`config.mk`:
```
export PLATFORM = sky130hd
export DESIGN_NAME = cspc_core_ctrl
export DESIGN_NICKNAME = d
export VERILOG_FILES = /design/src/hw/cspc_pkg.sv /design/src/hw/cspc_core_ctrl.sv /design/src/hw/cspc_fetch_buf.sv /design/src/hw/cspc_mult_pipe.sv
export SDC_FILE = /design/constraint.sdc
export NUM_CORES = 1
export LEC_CHECK = 0
export BUFFER_PORTS_ARGS = -buffer_cell sky130_fd_sc_hd__buf_4
export CELL_PAD_IN_SITES_DETAIL_PLACEMENT = 0
export CELL_PAD_IN_SITES_GLOBAL_PLACEMENT = 2
export CORE_MARGIN = 3
export CORE_UTILIZATION = 39
export CTS_BUF_LIST = sky130_fd_sc_hd__clkbuf_8
export CTS_CLUSTER_DIAMETER = 50
export DETAILED_ROUTE_END_ITERATION = 10
export GPL_ROUTABILITY_DRIVEN = 1
export PLACE_DENSITY_LB_ADDON = 0.1
export SKIP_CTS_REPAIR_TIMING = 1
export SLEW_MARGIN = 25
export SYNTH_ARGS = -nofsm -noshare
export SYNTH_HDL_FRONTEND = slang
export SYNTH_HIERARCHICAL = 1
export SYNTH_SLANG_ARGS = --single-unit
```
`constraint.sdc`:
```
create_clock -name clock -period 7.31 [get_ports clock]
set_input_delay 1.462 -clock clock [delete_from_list [all_inputs] [get_ports clock]]
set_output_delay 1.462 -clock clock [all_outputs]
set_load 0.01 [all_outputs]
```
`src/hw/cspc_pkg.sv`:
```
// Purpose: shared constants and types for the core state and pipeline control block
// Assumes: one core clock, asynchronous active-low reset
// Notes: status register layout and instruction classes are shared by the core control, checker and testbench files
// Function
// RULE_01: multiply loops in stage one until its requested passes are done.
// RULE_02: after looping, multiply passes once through stages two and three.
// RULE_03: block transfers occupy load/store pipe while arithmetic keeps issuing.
// RULE_04: parked load misses let later independent instructions and hitting loads continue.
// RULE_05: plain arithmetic uses only the arithmetic pipe.
// RULE_06: wide state executes word-aligned 32-bit instructions.
// RULE_07: compact state executes halfword-aligned 16-bit instructions.
// RULE_08: bytecode state executes byte-aligned variable-length bytecodes.
// RULE_09: compact state picks the halfword by program counter bit 1.
// RULE_10: bytecode state always fetches whole words.
// RULE_11: wide/compact switches keep operating mode and registers unchanged.
// RULE_12: branch-exchange, branch-link-exchange and PC loads switch wide/compact.
// RULE_13: bytecode state is entered from wide state only by branch-to-bytecode.
// RULE_14: exceptions return to wide state; handled and exited in wide state.
// RULE_15: exception return copies saved status into current status.
// RULE_16: simple stack bytecodes execute directly in hardware.
// RULE_17: complex bytecodes dispatch to handlers via a register-based table.
// RULE_18: compact instructions act exactly like their wide equivalents.
// RULE_19: fetch holds up to four instructions ahead of execution.
// RULE_20: current status holds the state; it steers fetch alignment and decode.
`default_nettype none

package cspc_pkg;

	localparam int XLEN = 32;

	typedef enum logic [1:0] {
		ST_WIDE = 2'h0,
		ST_COMPACT = 2'h1,
		ST_BYTECODE = 2'h2
	} cspc_state_t;

	typedef enum logic [2:0] {
		CL_ALU = 3'h0,
		CL_MULT = 3'h1,
		CL_LOAD = 3'h2,
		CL_STORE = 3'h3,
		CL_LDM = 3'h4,
		CL_STM = 3'h5
	} cspc_class_t;

	typedef enum logic [2:0] {
		FL_NONE = 3'h0,
		FL_BX = 3'h1,
		FL_BLX = 3'h2,
		FL_LDPC = 3'h3,
		FL_BXJ = 3'h4,
		FL_EXC = 3'h5,
		FL_ERET = 3'h6,
		FL_BCTRAP = 3'h7
	} cspc_flow_t;

	// ----------------------------------------------------------------
	// status register layout
	// ----------------------------------------------------------------
	localparam int SR_MODE_LSB = 0;
	localparam int SR_MODE_W = 5;
	localparam int SR_T_BIT = 5;
	localparam int SR_J_BIT = 24;
	localparam logic [31:0] SR_RESET = 32'h0000_01D3;

	// ----------------------------------------------------------------
	// pipeline geometry
	// ----------------------------------------------------------------
	localparam int FETCH_DEPTH = 4;
	localparam int ALU_STAGES = 4;
	localparam int LS_STAGES = 3;
	localparam int LS_DC2 = 2;
	localparam int MISS_DEPTH = 2;
	localparam int PASS_W = 3;
	localparam int WORDS_W = 4;
	localparam int BC_SLOT_SHIFT = 2;
	localparam logic [31:0] WORD_STEP = 32'h0000_0004;

	function automatic cspc_state_t sr_state(input logic [31:0] sr);
		if (sr[SR_J_BIT])
			return ST_BYTECODE;
		else if (sr[SR_T_BIT])
			return ST_COMPACT;
		else
			return ST_WIDE;
	endfunction

	function automatic logic [31:0] sr_with_state(input logic [31:0] sr, input logic t,
		input logic j);
		logic [31:0] r;
		r = sr;
		r[SR_T_BIT] = t;
		r[SR_J_BIT] = j;
		return r;
	endfunction

endpackage

`default_nettype wire

```
`src/hw/cspc_core_ctrl.sv`:
```
// Purpose: execution state, fetch alignment, decode selection and pipeline issue control
// Assumes: all inputs come from logic on the same core clock
// Notes: state changes arrive as one-cycle flow events from the execute stage
`default_nettype none

module cspc_core_ctrl
	import cspc_pkg::*;
#(
	parameter int FDEPTH = FETCH_DEPTH,
	parameter int MDEPTH = MISS_DEPTH
) (
	input wire logic clock, // core clock, 100 MHz
	input wire logic rstn, // async reset, active low
	input wire logic [31:0] reset_vector, // first fetch address after reset
	output logic fetch_req, // word fetch request, held until ack
	output logic [31:0] fetch_addr, // word-aligned fetch address
	input wire logic fetch_ack, // fetch data valid this cycle
	input wire logic [31:0] fetch_data, // fetched word
	output logic dec_valid, // decode slot holds an instruction
	output logic [31:0] dec_instr, // instruction, zero-extended when short
	output logic [31:0] dec_pc, // address of that instruction
	output logic [1:0] dec_state, // state it was fetched in
	input wire logic dec_ready, // decode slot consumed
	input wire logic flow_valid, // state-changing event this cycle
	input wire logic [2:0] flow_op, // kind of event
	input wire logic [31:0] flow_target, // branch target, vector or return address
	input wire logic [4:0] exc_mode, // mode entered on exception
	input wire logic bc_enable, // bytecode execution permitted
	input wire logic [7:0] bc_opcode, // bytecode sent to a handler
	input wire logic [31:0] bc_table_base, // handler table base from a general register
	input wire logic iss_valid, // instruction offered for issue
	input wire logic [2:0] iss_class, // class of offered instruction
	input wire logic [PASS_W-1:0] iss_passes, // multiply passes in stage one
	input wire logic [WORDS_W-1:0] iss_words, // words of a block transfer
	input wire logic iss_dep, // depends on a parked load
	output logic iss_ack, // offered instruction taken, pulse
	input wire logic dc_hit, // load in second cache stage hits
	input wire logic miss_fill, // one parked load refilled, pulse
	output logic alu_wb, // arithmetic write-back, pulse
	output logic mult_wb, // multiply write-back, pulse
	output logic ls_wb, // load/store write-back, pulse
	output logic miss_wb, // refilled load write-back, pulse
	output logic miss_busy, // miss buffer holds a load
	output logic [31:0] status_out, // current status register
	output logic [31:0] saved_out // saved status register
);
	localparam int MW = $clog2(MDEPTH + 1);

	// ----------------------------------------------------------------
	// state
	// ----------------------------------------------------------------
	logic [31:0] cur_sr_q;
	logic [31:0] saved_sr_q;
	logic [31:0] fetch_pc_q;
	logic [31:0] fetch_addr_q;
	logic fetch_req_q;
	logic drop_q;
	logic [31:0] dec_ptr_q;
	logic dec_valid_q;
	logic [31:0] dec_instr_q;
	logic [31:0] dec_pc_q;
	logic [1:0] dec_state_q;
	logic boot_q;
	logic iss_ack_q;
	logic [ALU_STAGES-1:0] alu_pipe_q;
	logic [LS_STAGES-1:0] ls_pipe_q;
	logic [LS_STAGES-1:0] ls_ld_q;
	logic [WORDS_W-1:0] blk_cnt_q;
	logic [MW-1:0] miss_cnt_q;
	logic ls_wb_q;
	logic miss_wb_q;

	cspc_state_t cur_state;
	logic redirect;
	logic [31:0] new_sr;
	logic [31:0] new_saved;
	logic [31:0] new_pc;
	logic fetch_issue;
	logic buf_push;
	logic buf_pop;
	logic [31:0] buf_head;
	logic buf_empty;
	logic buf_full;
	logic dec_take;
	logic last_piece;
	logic [31:0] piece;
	logic [31:0] step;

	// ----------------------------------------------------------------
	// state change on flow events
	// ----------------------------------------------------------------
	assign cur_state = sr_state(cur_sr_q); // [RULE_20]
	assign redirect = flow_valid && (flow_op != FL_NONE);

	always_comb begin
		new_sr = cur_sr_q;
		new_saved = saved_sr_q;
		new_pc = flow_target;
		case (flow_op)
			FL_BX, FL_BLX, FL_LDPC: begin
				// only the state bits move; mode and registers stay put
				new_sr = sr_with_state(cur_sr_q, flow_target[0], 1'b0); // [RULE_11] [RULE_12]
				new_pc = {flow_target[31:1], 1'b0};
			end
			FL_BXJ: begin
				if (cur_state == ST_WIDE && bc_enable) begin
					new_sr = sr_with_state(cur_sr_q, 1'b0, 1'b1); // [RULE_13]
				end else begin
					// outside wide state or without permission it falls back to an ordinary exchange
					new_sr = sr_with_state(cur_sr_q, flow_target[0], 1'b0);
					new_pc = {flow_target[31:1], 1'b0};
				end
			end
			FL_EXC: begin
				new_saved = cur_sr_q;
				new_sr = sr_with_state(cur_sr_q, 1'b0, 1'b0); // [RULE_14]
				new_sr[SR_MODE_LSB +: SR_MODE_W] = exc_mode;
			end
			FL_ERET: begin
				new_sr = saved_sr_q; // [RULE_15]
			end
			FL_BCTRAP: begin
				// handler runs in wide state; saved copy lets it resume bytecodes
				new_saved = cur_sr_q;
				new_sr = sr_with_state(cur_sr_q, 1'b0, 1'b0); // [RULE_14]
				new_pc = bc_table_base + ({24'h0, bc_opcode} << BC_SLOT_SHIFT); // [RULE_17]
			end
			default: begin
				new_pc = flow_target;
			end
		endcase
	end

	always_ff @(posedge clock or negedge rstn) begin
		if (!rstn) begin
			cur_sr_q <= SR_RESET;
			saved_sr_q <= SR_RESET;
		end else if (redirect) begin
			cur_sr_q <= new_sr;
			saved_sr_q <= new_saved;
		end
	end

	// ----------------------------------------------------------------
	// fetch: always whole words, at most one request outstanding
	// ----------------------------------------------------------------
	assign fetch_issue = !fetch_req_q && !buf_full && !redirect && !boot_q;
	assign buf_push = fetch_req_q && fetch_ack && !drop_q && !redirect;

	always_ff @(posedge clock or negedge rstn) begin
		if (!rstn) begin
			boot_q <= 1'b1;
			fetch_pc_q <= '0;
			fetch_addr_q <= '0;
			fetch_req_q <= 1'b0;
			drop_q <= 1'b0;
		end else begin
			boot_q <= 1'b0;
			if (boot_q)
				fetch_pc_q <= {reset_vector[31:2], 2'b00};
			else if (redirect)
				fetch_pc_q <= {new_pc[31:2], 2'b00}; // [RULE_10]
			else if (fetch_issue)
				fetch_pc_q <= fetch_pc_q + WORD_STEP;
			if (fetch_issue) begin
				fetch_req_q <= 1'b1;
				fetch_addr_q <= fetch_pc_q; // [RULE_10]
			end else if (fetch_ack) begin
				fetch_req_q <= 1'b0;
			end
			// a word already in flight across a redirect belongs to the old stream
			if (fetch_req_q && fetch_ack)
				drop_q <= 1'b0;
			else if (redirect && fetch_req_q)
				drop_q <= 1'b1;
		end
	end

	cspc_fetch_buf #(
		.WIDTH(XLEN),
		.DEPTH(FDEPTH)
	) u_fetch_buf (
		.clock(clock),
		.rstn(rstn),
		.flush(redirect),
		.push(buf_push), // [RULE_19]
		.push_data(fetch_data),
		.pop(buf_pop),
		.head(buf_head),
		.empty(buf_empty),
		.full(buf_full)
	);

	// ----------------------------------------------------------------
	// decode selection by state
	// ----------------------------------------------------------------
	always_comb begin
		piece = buf_head;
		step = WORD_STEP;
		last_piece = 1'b1;
		case (cur_state)
			ST_WIDE: begin
				piece = buf_head; // [RULE_06]
				step = WORD_STEP;
				last_piece = 1'b1;
			end
			ST_COMPACT: begin
				// halfword goes down the same execute path as a wide instruction
				piece = {16'h0, dec_ptr_q[1] ? buf_head[31:16] : buf_head[15:0]}; // [RULE_09] [RULE_18]
				step = 32'h0000_0002; // [RULE_07]
				last_piece = dec_ptr_q[1];
			end
			ST_BYTECODE: begin
				// operand bytes follow their opcode one byte per slot
				piece = {24'h0, buf_head[{dec_ptr_q[1:0], 3'b000} +: 8]}; // [RULE_08] [RULE_16]
				step = 32'h0000_0001;
				last_piece = (dec_ptr_q[1:0] == 2'b11);
			end
			default: begin
				piece = buf_head;
				step = WORD_STEP;
				last_piece = 1'b1;
			end
		endcase
	end

	assign dec_take = !buf_empty && (!dec_valid_q || dec_ready) && !redirect;
	assign buf_pop = dec_take && last_piece;

	always_ff @(posedge clock or negedge rstn) begin
		if (!rstn) begin
			dec_ptr_q <= '0;
			dec_valid_q <= 1'b0;
			dec_instr_q <= '0;
			dec_pc_q <= '0;
			dec_state_q <= ST_WIDE;
		end else if (boot_q) begin
			dec_ptr_q <= {reset_vector[31:2], 2'b00};
			dec_valid_q <= 1'b0;
		end else if (redirect) begin
			dec_ptr_q <= new_pc;
			dec_valid_q <= 1'b0;
		end else if (dec_take) begin
			dec_ptr_q <= dec_ptr_q + step;
			dec_valid_q <= 1'b1;
			dec_instr_q <= piece; // [RULE_20]
			dec_pc_q <= dec_ptr_q;
			dec_state_q <= cur_state;
		end else if (dec_ready) begin
			dec_valid_q <= 1'b0;
		end
	end

	// ----------------------------------------------------------------
	// issue into the parallel pipelines
	// ----------------------------------------------------------------
	logic is_alu;
	logic is_mult;
	logic is_single;
	logic is_block;
	logic mult_busy;
	logic ls_free;
	logic [MW:0] ld_pending;
	logic miss_room;
	logic can_issue;
	logic take_iss;
	logic ls_inject;
	logic dc2_miss;

	assign is_alu = (iss_class == CL_ALU);
	assign is_mult = (iss_class == CL_MULT);
	assign is_single = (iss_class == CL_LOAD) || (iss_class == CL_STORE);
	assign is_block = (iss_class == CL_LDM) || (iss_class == CL_STM);
	assign ls_free = (blk_cnt_q == '0);
	assign ld_pending = (MW + 1)'(miss_cnt_q) + (MW + 1)'(ls_ld_q[0])
		+ (MW + 1)'(ls_ld_q[1]) + (MW + 1)'(ls_ld_q[2]);
	// counting loads still in the pipe keeps a late miss from overflowing
	assign miss_room = ld_pending < (MW + 1)'(MDEPTH);

	always_comb begin
		can_issue = 1'b0;
		if (is_alu)
			can_issue = 1'b1; // [RULE_03] [RULE_05]
		else if (is_mult)
			can_issue = !mult_busy;
		else if (is_single)
			can_issue = ls_free && miss_room && !(iss_dep && miss_cnt_q != '0); // [RULE_04]
		else if (is_block)
			can_issue = ls_free;
	end

	assign take_iss = iss_valid && !iss_ack_q && can_issue;
	assign ls_inject = (take_iss && is_single) || !ls_free;
	assign dc2_miss = ls_ld_q[LS_DC2] && !dc_hit;

	always_ff @(posedge clock or negedge rstn) begin
		if (!rstn) begin
			iss_ack_q <= 1'b0;
			alu_pipe_q <= '0;
			ls_pipe_q <= '0;
			ls_ld_q <= '0;
			blk_cnt_q <= '0;
		end else begin
			iss_ack_q <= take_iss;
			alu_pipe_q <= {alu_pipe_q[ALU_STAGES-2:0], take_iss && is_alu}; // [RULE_05]
			ls_pipe_q <= {ls_pipe_q[LS_STAGES-2:0], ls_inject};
			ls_ld_q <= {ls_ld_q[LS_STAGES-2:0], take_iss && iss_class == CL_LOAD};
			if (take_iss && is_block)
				blk_cnt_q <= (iss_words == '0) ? WORDS_W'(1) : iss_words; // [RULE_03]
			else if (!ls_free)
				blk_cnt_q <= blk_cnt_q - WORDS_W'(1); // [RULE_03]
		end
	end

	// ----------------------------------------------------------------
	// miss buffer and write-back
	// ----------------------------------------------------------------
	always_ff @(posedge clock or negedge rstn) begin
		if (!rstn) begin
			miss_cnt_q <= '0;
			ls_wb_q <= 1'b0;
			miss_wb_q <= 1'b0;
		end else begin
			if (dc2_miss && !(miss_fill && miss_cnt_q != '0))
				miss_cnt_q <= miss_cnt_q + MW'(1); // [RULE_04]
			else if (!dc2_miss && miss_fill && miss_cnt_q != '0)
				miss_cnt_q <= miss_cnt_q - MW'(1);
			ls_wb_q <= ls_pipe_q[LS_DC2] && !dc2_miss;
			miss_wb_q <= miss_fill && miss_cnt_q != '0;
		end
	end

	cspc_mult_pipe #(
		.PW(PASS_W)
	) u_mult (
		.clock(clock),
		.rstn(rstn),
		.start(take_iss && is_mult), // [RULE_01]
		.passes(iss_passes),
		.busy(mult_busy),
		.done(mult_wb)
	);

	// ----------------------------------------------------------------
	// outputs
	// ----------------------------------------------------------------
	assign fetch_req = fetch_req_q;
	assign fetch_addr = fetch_addr_q;
	assign dec_valid = dec_valid_q;
	assign dec_instr = dec_instr_q;
	assign dec_pc = dec_pc_q;
	assign dec_state = dec_state_q;
	assign iss_ack = iss_ack_q;
	assign alu_wb = alu_pipe_q[ALU_STAGES-1];
	assign ls_wb = ls_wb_q;
	assign miss_wb = miss_wb_q;
	assign miss_busy = (miss_cnt_q != '0);
	assign status_out = cur_sr_q;
	assign saved_out = saved_sr_q;

endmodule

`default_nettype wire

```
`src/hw/cspc_fetch_buf.sv`:
```
// Purpose: small flop queue holding fetched words ahead of decode
// Assumes: push and pop may happen in the same cycle; flush wins over both
// Notes: storage is flip-flops addressed by index
`default_nettype none

module cspc_fetch_buf #(
	parameter int WIDTH = 32,
	parameter int DEPTH = 4
) (
	input wire logic clock, // core clock
	input wire logic rstn, // async reset, active low
	input wire logic flush, // drop all entries
	input wire logic push, // write one entry
	input wire logic [WIDTH-1:0] push_data, // entry to write
	input wire logic pop, // consume head
	output logic [WIDTH-1:0] head, // oldest entry
	output logic empty, // no entry held
	output logic full // no room left
);
	localparam int AW = (DEPTH > 1) ? $clog2(DEPTH) : 1;
	localparam int CW = $clog2(DEPTH + 1);

	logic [WIDTH-1:0] mem_q [DEPTH];
	logic [AW-1:0] rd_q;
	logic [AW-1:0] wr_q;
	logic [CW-1:0] cnt_q;
	logic do_push;
	logic do_pop;

	function automatic logic [AW-1:0] nxt(input logic [AW-1:0] p);
		return (p == AW'(DEPTH - 1)) ? '0 : p + AW'(1);
	endfunction

	assign empty = (cnt_q == '0);
	assign full = (cnt_q == CW'(DEPTH));
	assign head = mem_q[rd_q];
	assign do_push = push && !full;
	assign do_pop = pop && !empty;

	always_ff @(posedge clock or negedge rstn) begin
		if (!rstn) begin
			rd_q <= '0;
			wr_q <= '0;
			cnt_q <= '0;
		end else if (flush) begin
			rd_q <= '0;
			wr_q <= '0;
			cnt_q <= '0;
		end else begin
			if (do_push)
				wr_q <= nxt(wr_q);
			if (do_pop)
				rd_q <= nxt(rd_q);
			if (do_push && !do_pop)
				cnt_q <= cnt_q + CW'(1);
			else if (do_pop && !do_push)
				cnt_q <= cnt_q - CW'(1);
		end
	end

	always_ff @(posedge clock) begin
		if (do_push)
			mem_q[wr_q] <= push_data;
	end

endmodule

`default_nettype wire

```
`src/hw/cspc_mult_pipe.sv`:
```
// Purpose: multiply-accumulate stage sequencing with looping first stage
// Assumes: start only while busy is low
// Notes: a pass count of zero is treated as one pass
`default_nettype none

module cspc_mult_pipe
	import cspc_pkg::*;
#(
	parameter int PW = PASS_W
) (
	input wire logic clock, // core clock
	input wire logic rstn, // async reset, active low
	input wire logic start, // multiply enters stage one
	input wire logic [PW-1:0] passes, // passes needed in stage one
	output logic busy, // stage one occupied
	output logic done // result formed, one-cycle pulse
);
	logic s1_q;
	logic [PW-1:0] loop_q;
	logic s2_q;
	logic s3_q;
	logic done_q;
	logic s1_leave;

	assign s1_leave = s1_q && (loop_q <= PW'(1));
	assign busy = s1_q;
	assign done = done_q;

	always_ff @(posedge clock or negedge rstn) begin
		if (!rstn) begin
			s1_q <= 1'b0;
			loop_q <= '0;
			s2_q <= 1'b0;
			s3_q <= 1'b0;
			done_q <= 1'b0;
		end else begin
			if (start) begin
				s1_q <= 1'b1;
				loop_q <= passes;
			end else if (s1_leave) begin
				s1_q <= 1'b0;
			end else if (s1_q) begin
				loop_q <= loop_q - PW'(1); // [RULE_01]
			end
			s2_q <= s1_leave; // [RULE_02]
			s3_q <= s2_q; // [RULE_02]
			done_q <= s3_q;
		end
	end

endmodule

`default_nettype wire

```
==> metrics.cfg <==
[synth]
postSynthCellCount = 1590
synth.cell_area_sq_mm = 0.0183
ys_warn_count = 6
synthFlopType = dfrtp_1
synth.most_common_cell = dfrtp_1
syn_avg_cell_area_sq_um = 11.5
yosysTopAreaCellShare_pct = 33.7
synth_common_cells = dfrtp_1, nand2_1, edfxtp_1
ys_seq_area_share_pct = 56.6
synth-edff-count = 128
ys_types = 90
synth_async_sr_flop_share_pct = 66.9
ys_ff_latch = 387
yosysTopAreaCell = dfrtp_1
synth_area_leaders = dfrtp_1, edfxtp_1, mux2_2

[power_and_ir_drop]
p_per_area_mw_per_mm2 = 292
clockPowerShare_pct = 31.9
ir_drop_mv = 0.188
combinationalPowerShare_pct = 24.2
seqPwrFrac_pct = 43.8
p_sw_share_pct = 31.4
power.switching_mw = 2.10
leakagePower_nw = 10.0
p_int_mw = 4.57

[timing]
worst_pin_slew_ns = 1.05
rsz0062_at_grt = no
finalSetupTns_ns = 0
hold_viol = 0
min_period_ns = 4.15
slew_viol_final = 0
max_freq_mhz = 241
fin_skew_ns = 0.0347
finalCritPeriodShare_pct = 56.8
setup_viol = 0
max_slew_margin_pct = 29.3

[global_routing]
grt_max_degree = 106
track_usage_pct = 23.0
grt_pass1_wl_um = 87900
gr-total-overflow = 0
first_global_vias = 14300
antenna_found_initial = 0

[setup_path]
crit_arrival_ns = 4.74
r2r_slack_ns = 3.93
worst-r2r-cell-count = 9
start_kind = primary input
worst-path-max-fanout = 19
reg2reg_from = u_fetch_buf/cnt_q[0]
end_kind = register
crit_type = in2reg
r2r-end = u_fetch_buf/cnt_q[2]
cp.required_ns = 7.89
critPathLaunch = flow_op[2]

[detailed_routing]
drt_iter0_markers = 930
via_per_inst = 5.50
drt_wl_total_um = 57800
routedWlPerCell_um = 22.4
vias = 14200
ant_nets = 0
dr.pass1.iters = 5
drc = 0

[layout]
final_util_pct = 49.7
finalNetCount = 2120
areaGrowthSynthToFinish_pct = 24.8
antennaDiodeCount = 0
drive_gt1_share_pct = 31.4

[floorplan]
rows = 78
core_area_sq_mm = 0.0459
dieArea_sq_mm = 0.0495
die_w_um = 222
start_util_pct = 39.8
die_h_um = 222
io_pins = 334

[min_path]
worst_hold_path_type = reg2reg
worstHoldStart = ls_pipe_q[1]
min_path_cells = 0
hold_end = ls_pipe_q[2]

[cts]
tritoncts = done
root_buffer = clkbuf_8
clock_sinks = 387
cts_buffers = 70
htree_levels = 3
clk_pin_slew_ns = 0.06
clock_path_buffers = 3
clk_latency_ns = 0.64

[placed_design]
dp_hpwl_um = 41300
gp_congestion = 0.858
port_buffers = 329

[job]
drv_cap = 0

[run_status]
status = completed

[worst max path at each step]
| stage | end | slack, ns |
|---|---|---|
| after CTS | u_fetch_buf/cnt_q[2] | 3.28 |
| final | u_fetch_buf/cnt_q[2] | 3.16 |
| after detailed placement | u_fetch_buf/cnt_q[2] | 2.60 |
| after floorplan | u_fetch_buf/cnt_q[2] | 3.15 |
| after global routing | u_fetch_buf/cnt_q[2] | 2.99 |
| after global placement | u_fetch_buf/cnt_q[2] | 2.62 |
[cell families after synthesis]
kind of cell / after synthesis / synth area share, %
AOI/OAI and AO/OA: 344 / 12.7
xor gates and xnor gates: 22 / 1.05
adders and majority gates: 26 / 1.99
buffers and inverters: 120 / 2.83
DFF: 387 / 56.6
muxes: 143 / 10.6
other: 1 / 0.0205
and+or+nand+nor: 547 / 14.2
[worst max-delay path: stages]
cell and delay (ns):
buf_4 0.16, o31ai_4 0.23, buf_4 0.34, inv_2 0.19, nor3_1 0.82, inv_1 0.28, nor3_1 0.32, fa_1 0.32
nand3b_1 0.10, a311oi_1 0.30, o311a_1 0.20
[flip-flops by register name, indices dropped and copies added, names as in the netlist, 2 cells and up]
| signal | cells |
|---|---|
| dec_instr | 32 |
| u_fetch_buf/rd_q | 2 |
| u_fetch_buf/wr_q | 2 |
| ls_ld_q | 3 |
| ls_pipe_q | 3 |
| dec_pc | 32 |
| u_mult/loop_q | 3 |
| fetch_addr | 30 |
| status_out | 32 |
| u_fetch_buf/mem_q | 128 |
| blk_cnt_q | 4 |
| u_fetch_buf/cnt_q | 3 |
| dec_ptr_q | 32 |
| fetch_pc_q | 30 |
| saved_out | 32 |
| dec_state | 2 |
| alu_pipe_q | 4 |
| miss_cnt_q | 2 |
[per-stage QoR]
| stage | hold WS [ns] | area (sq um) | cells | setup WS, ns | power [mW] |
|---|---|---|---|---|---|
| after floorplan | 0.331 | 18300 | 1592 | 3.15 | 3.70 |
| after global placement | 0.332 | 21300 | 2458 | 2.62 | 4.57 |
| after detailed placement | 0.335 | 21300 | 2458 | 2.60 | 4.60 |
| after CTS | 0.341 | 22800 | 2584 | 3.28 | 6.76 |
| after global routing | 0.352 | 22800 | 2584 | 2.99 | 7.04 |
| final | 0.333 | 22800 | 2584 | 3.16 | 6.67 |
[metal layers]
metal	global-route usage [%]	share of wire, %	up-vias
li1	-	-	6597
met1	29.8	42	7078
met2	38.0	49	432
met3	5.21	6.0	96
met4	8.47	3.5	0
met5	0	0	-
[power by group through the flow]
stage	Clock [mW]	Sequential (mW)	Combinational, mW
after global placement	0	2.95	1.62
after CTS	2.19	2.93	1.64
final	2.13	2.92	1.62
after floorplan	0	3.01	0.695
after global routing	2.29	2.98	1.77
after detailed placement	0	2.96	1.64
[area by class of cell]
| class | instances | area, sq um |
|---|---|---|
| Clock buffer | 86 | 1180 |
| Clock inverter | 40 | 288 |
| Fill cell | 4223 | 23000 |
| Inverter | 34 | 128 |
| Multi-Input combinational cell | 1085 | 7480 |
| Sequential cell | 387 | 10300 |
| Tap cell | 600 | 751 |
| Timing Repair Buffer | 352 | 2650 |
[cells in the final DEF (no fill, tap or decap), drive strengths merged, types with 32 or more instances in the layout]
| master | count |
|---|---|
| buf | 352 |
| dfrtp | 246 |
| nand2 | 219 |
| edfxtp | 128 |
| nor2 | 103 |
| a21oi | 90 |
| mux2 | 89 |
| clkbuf | 86 |
| inv | 65 |
| o21ai | 60 |
| nand3 | 59 |
| nor3 | 35 |
| mux4 | 32 |
Note: power is estimated with default switching activity, not from simulation.
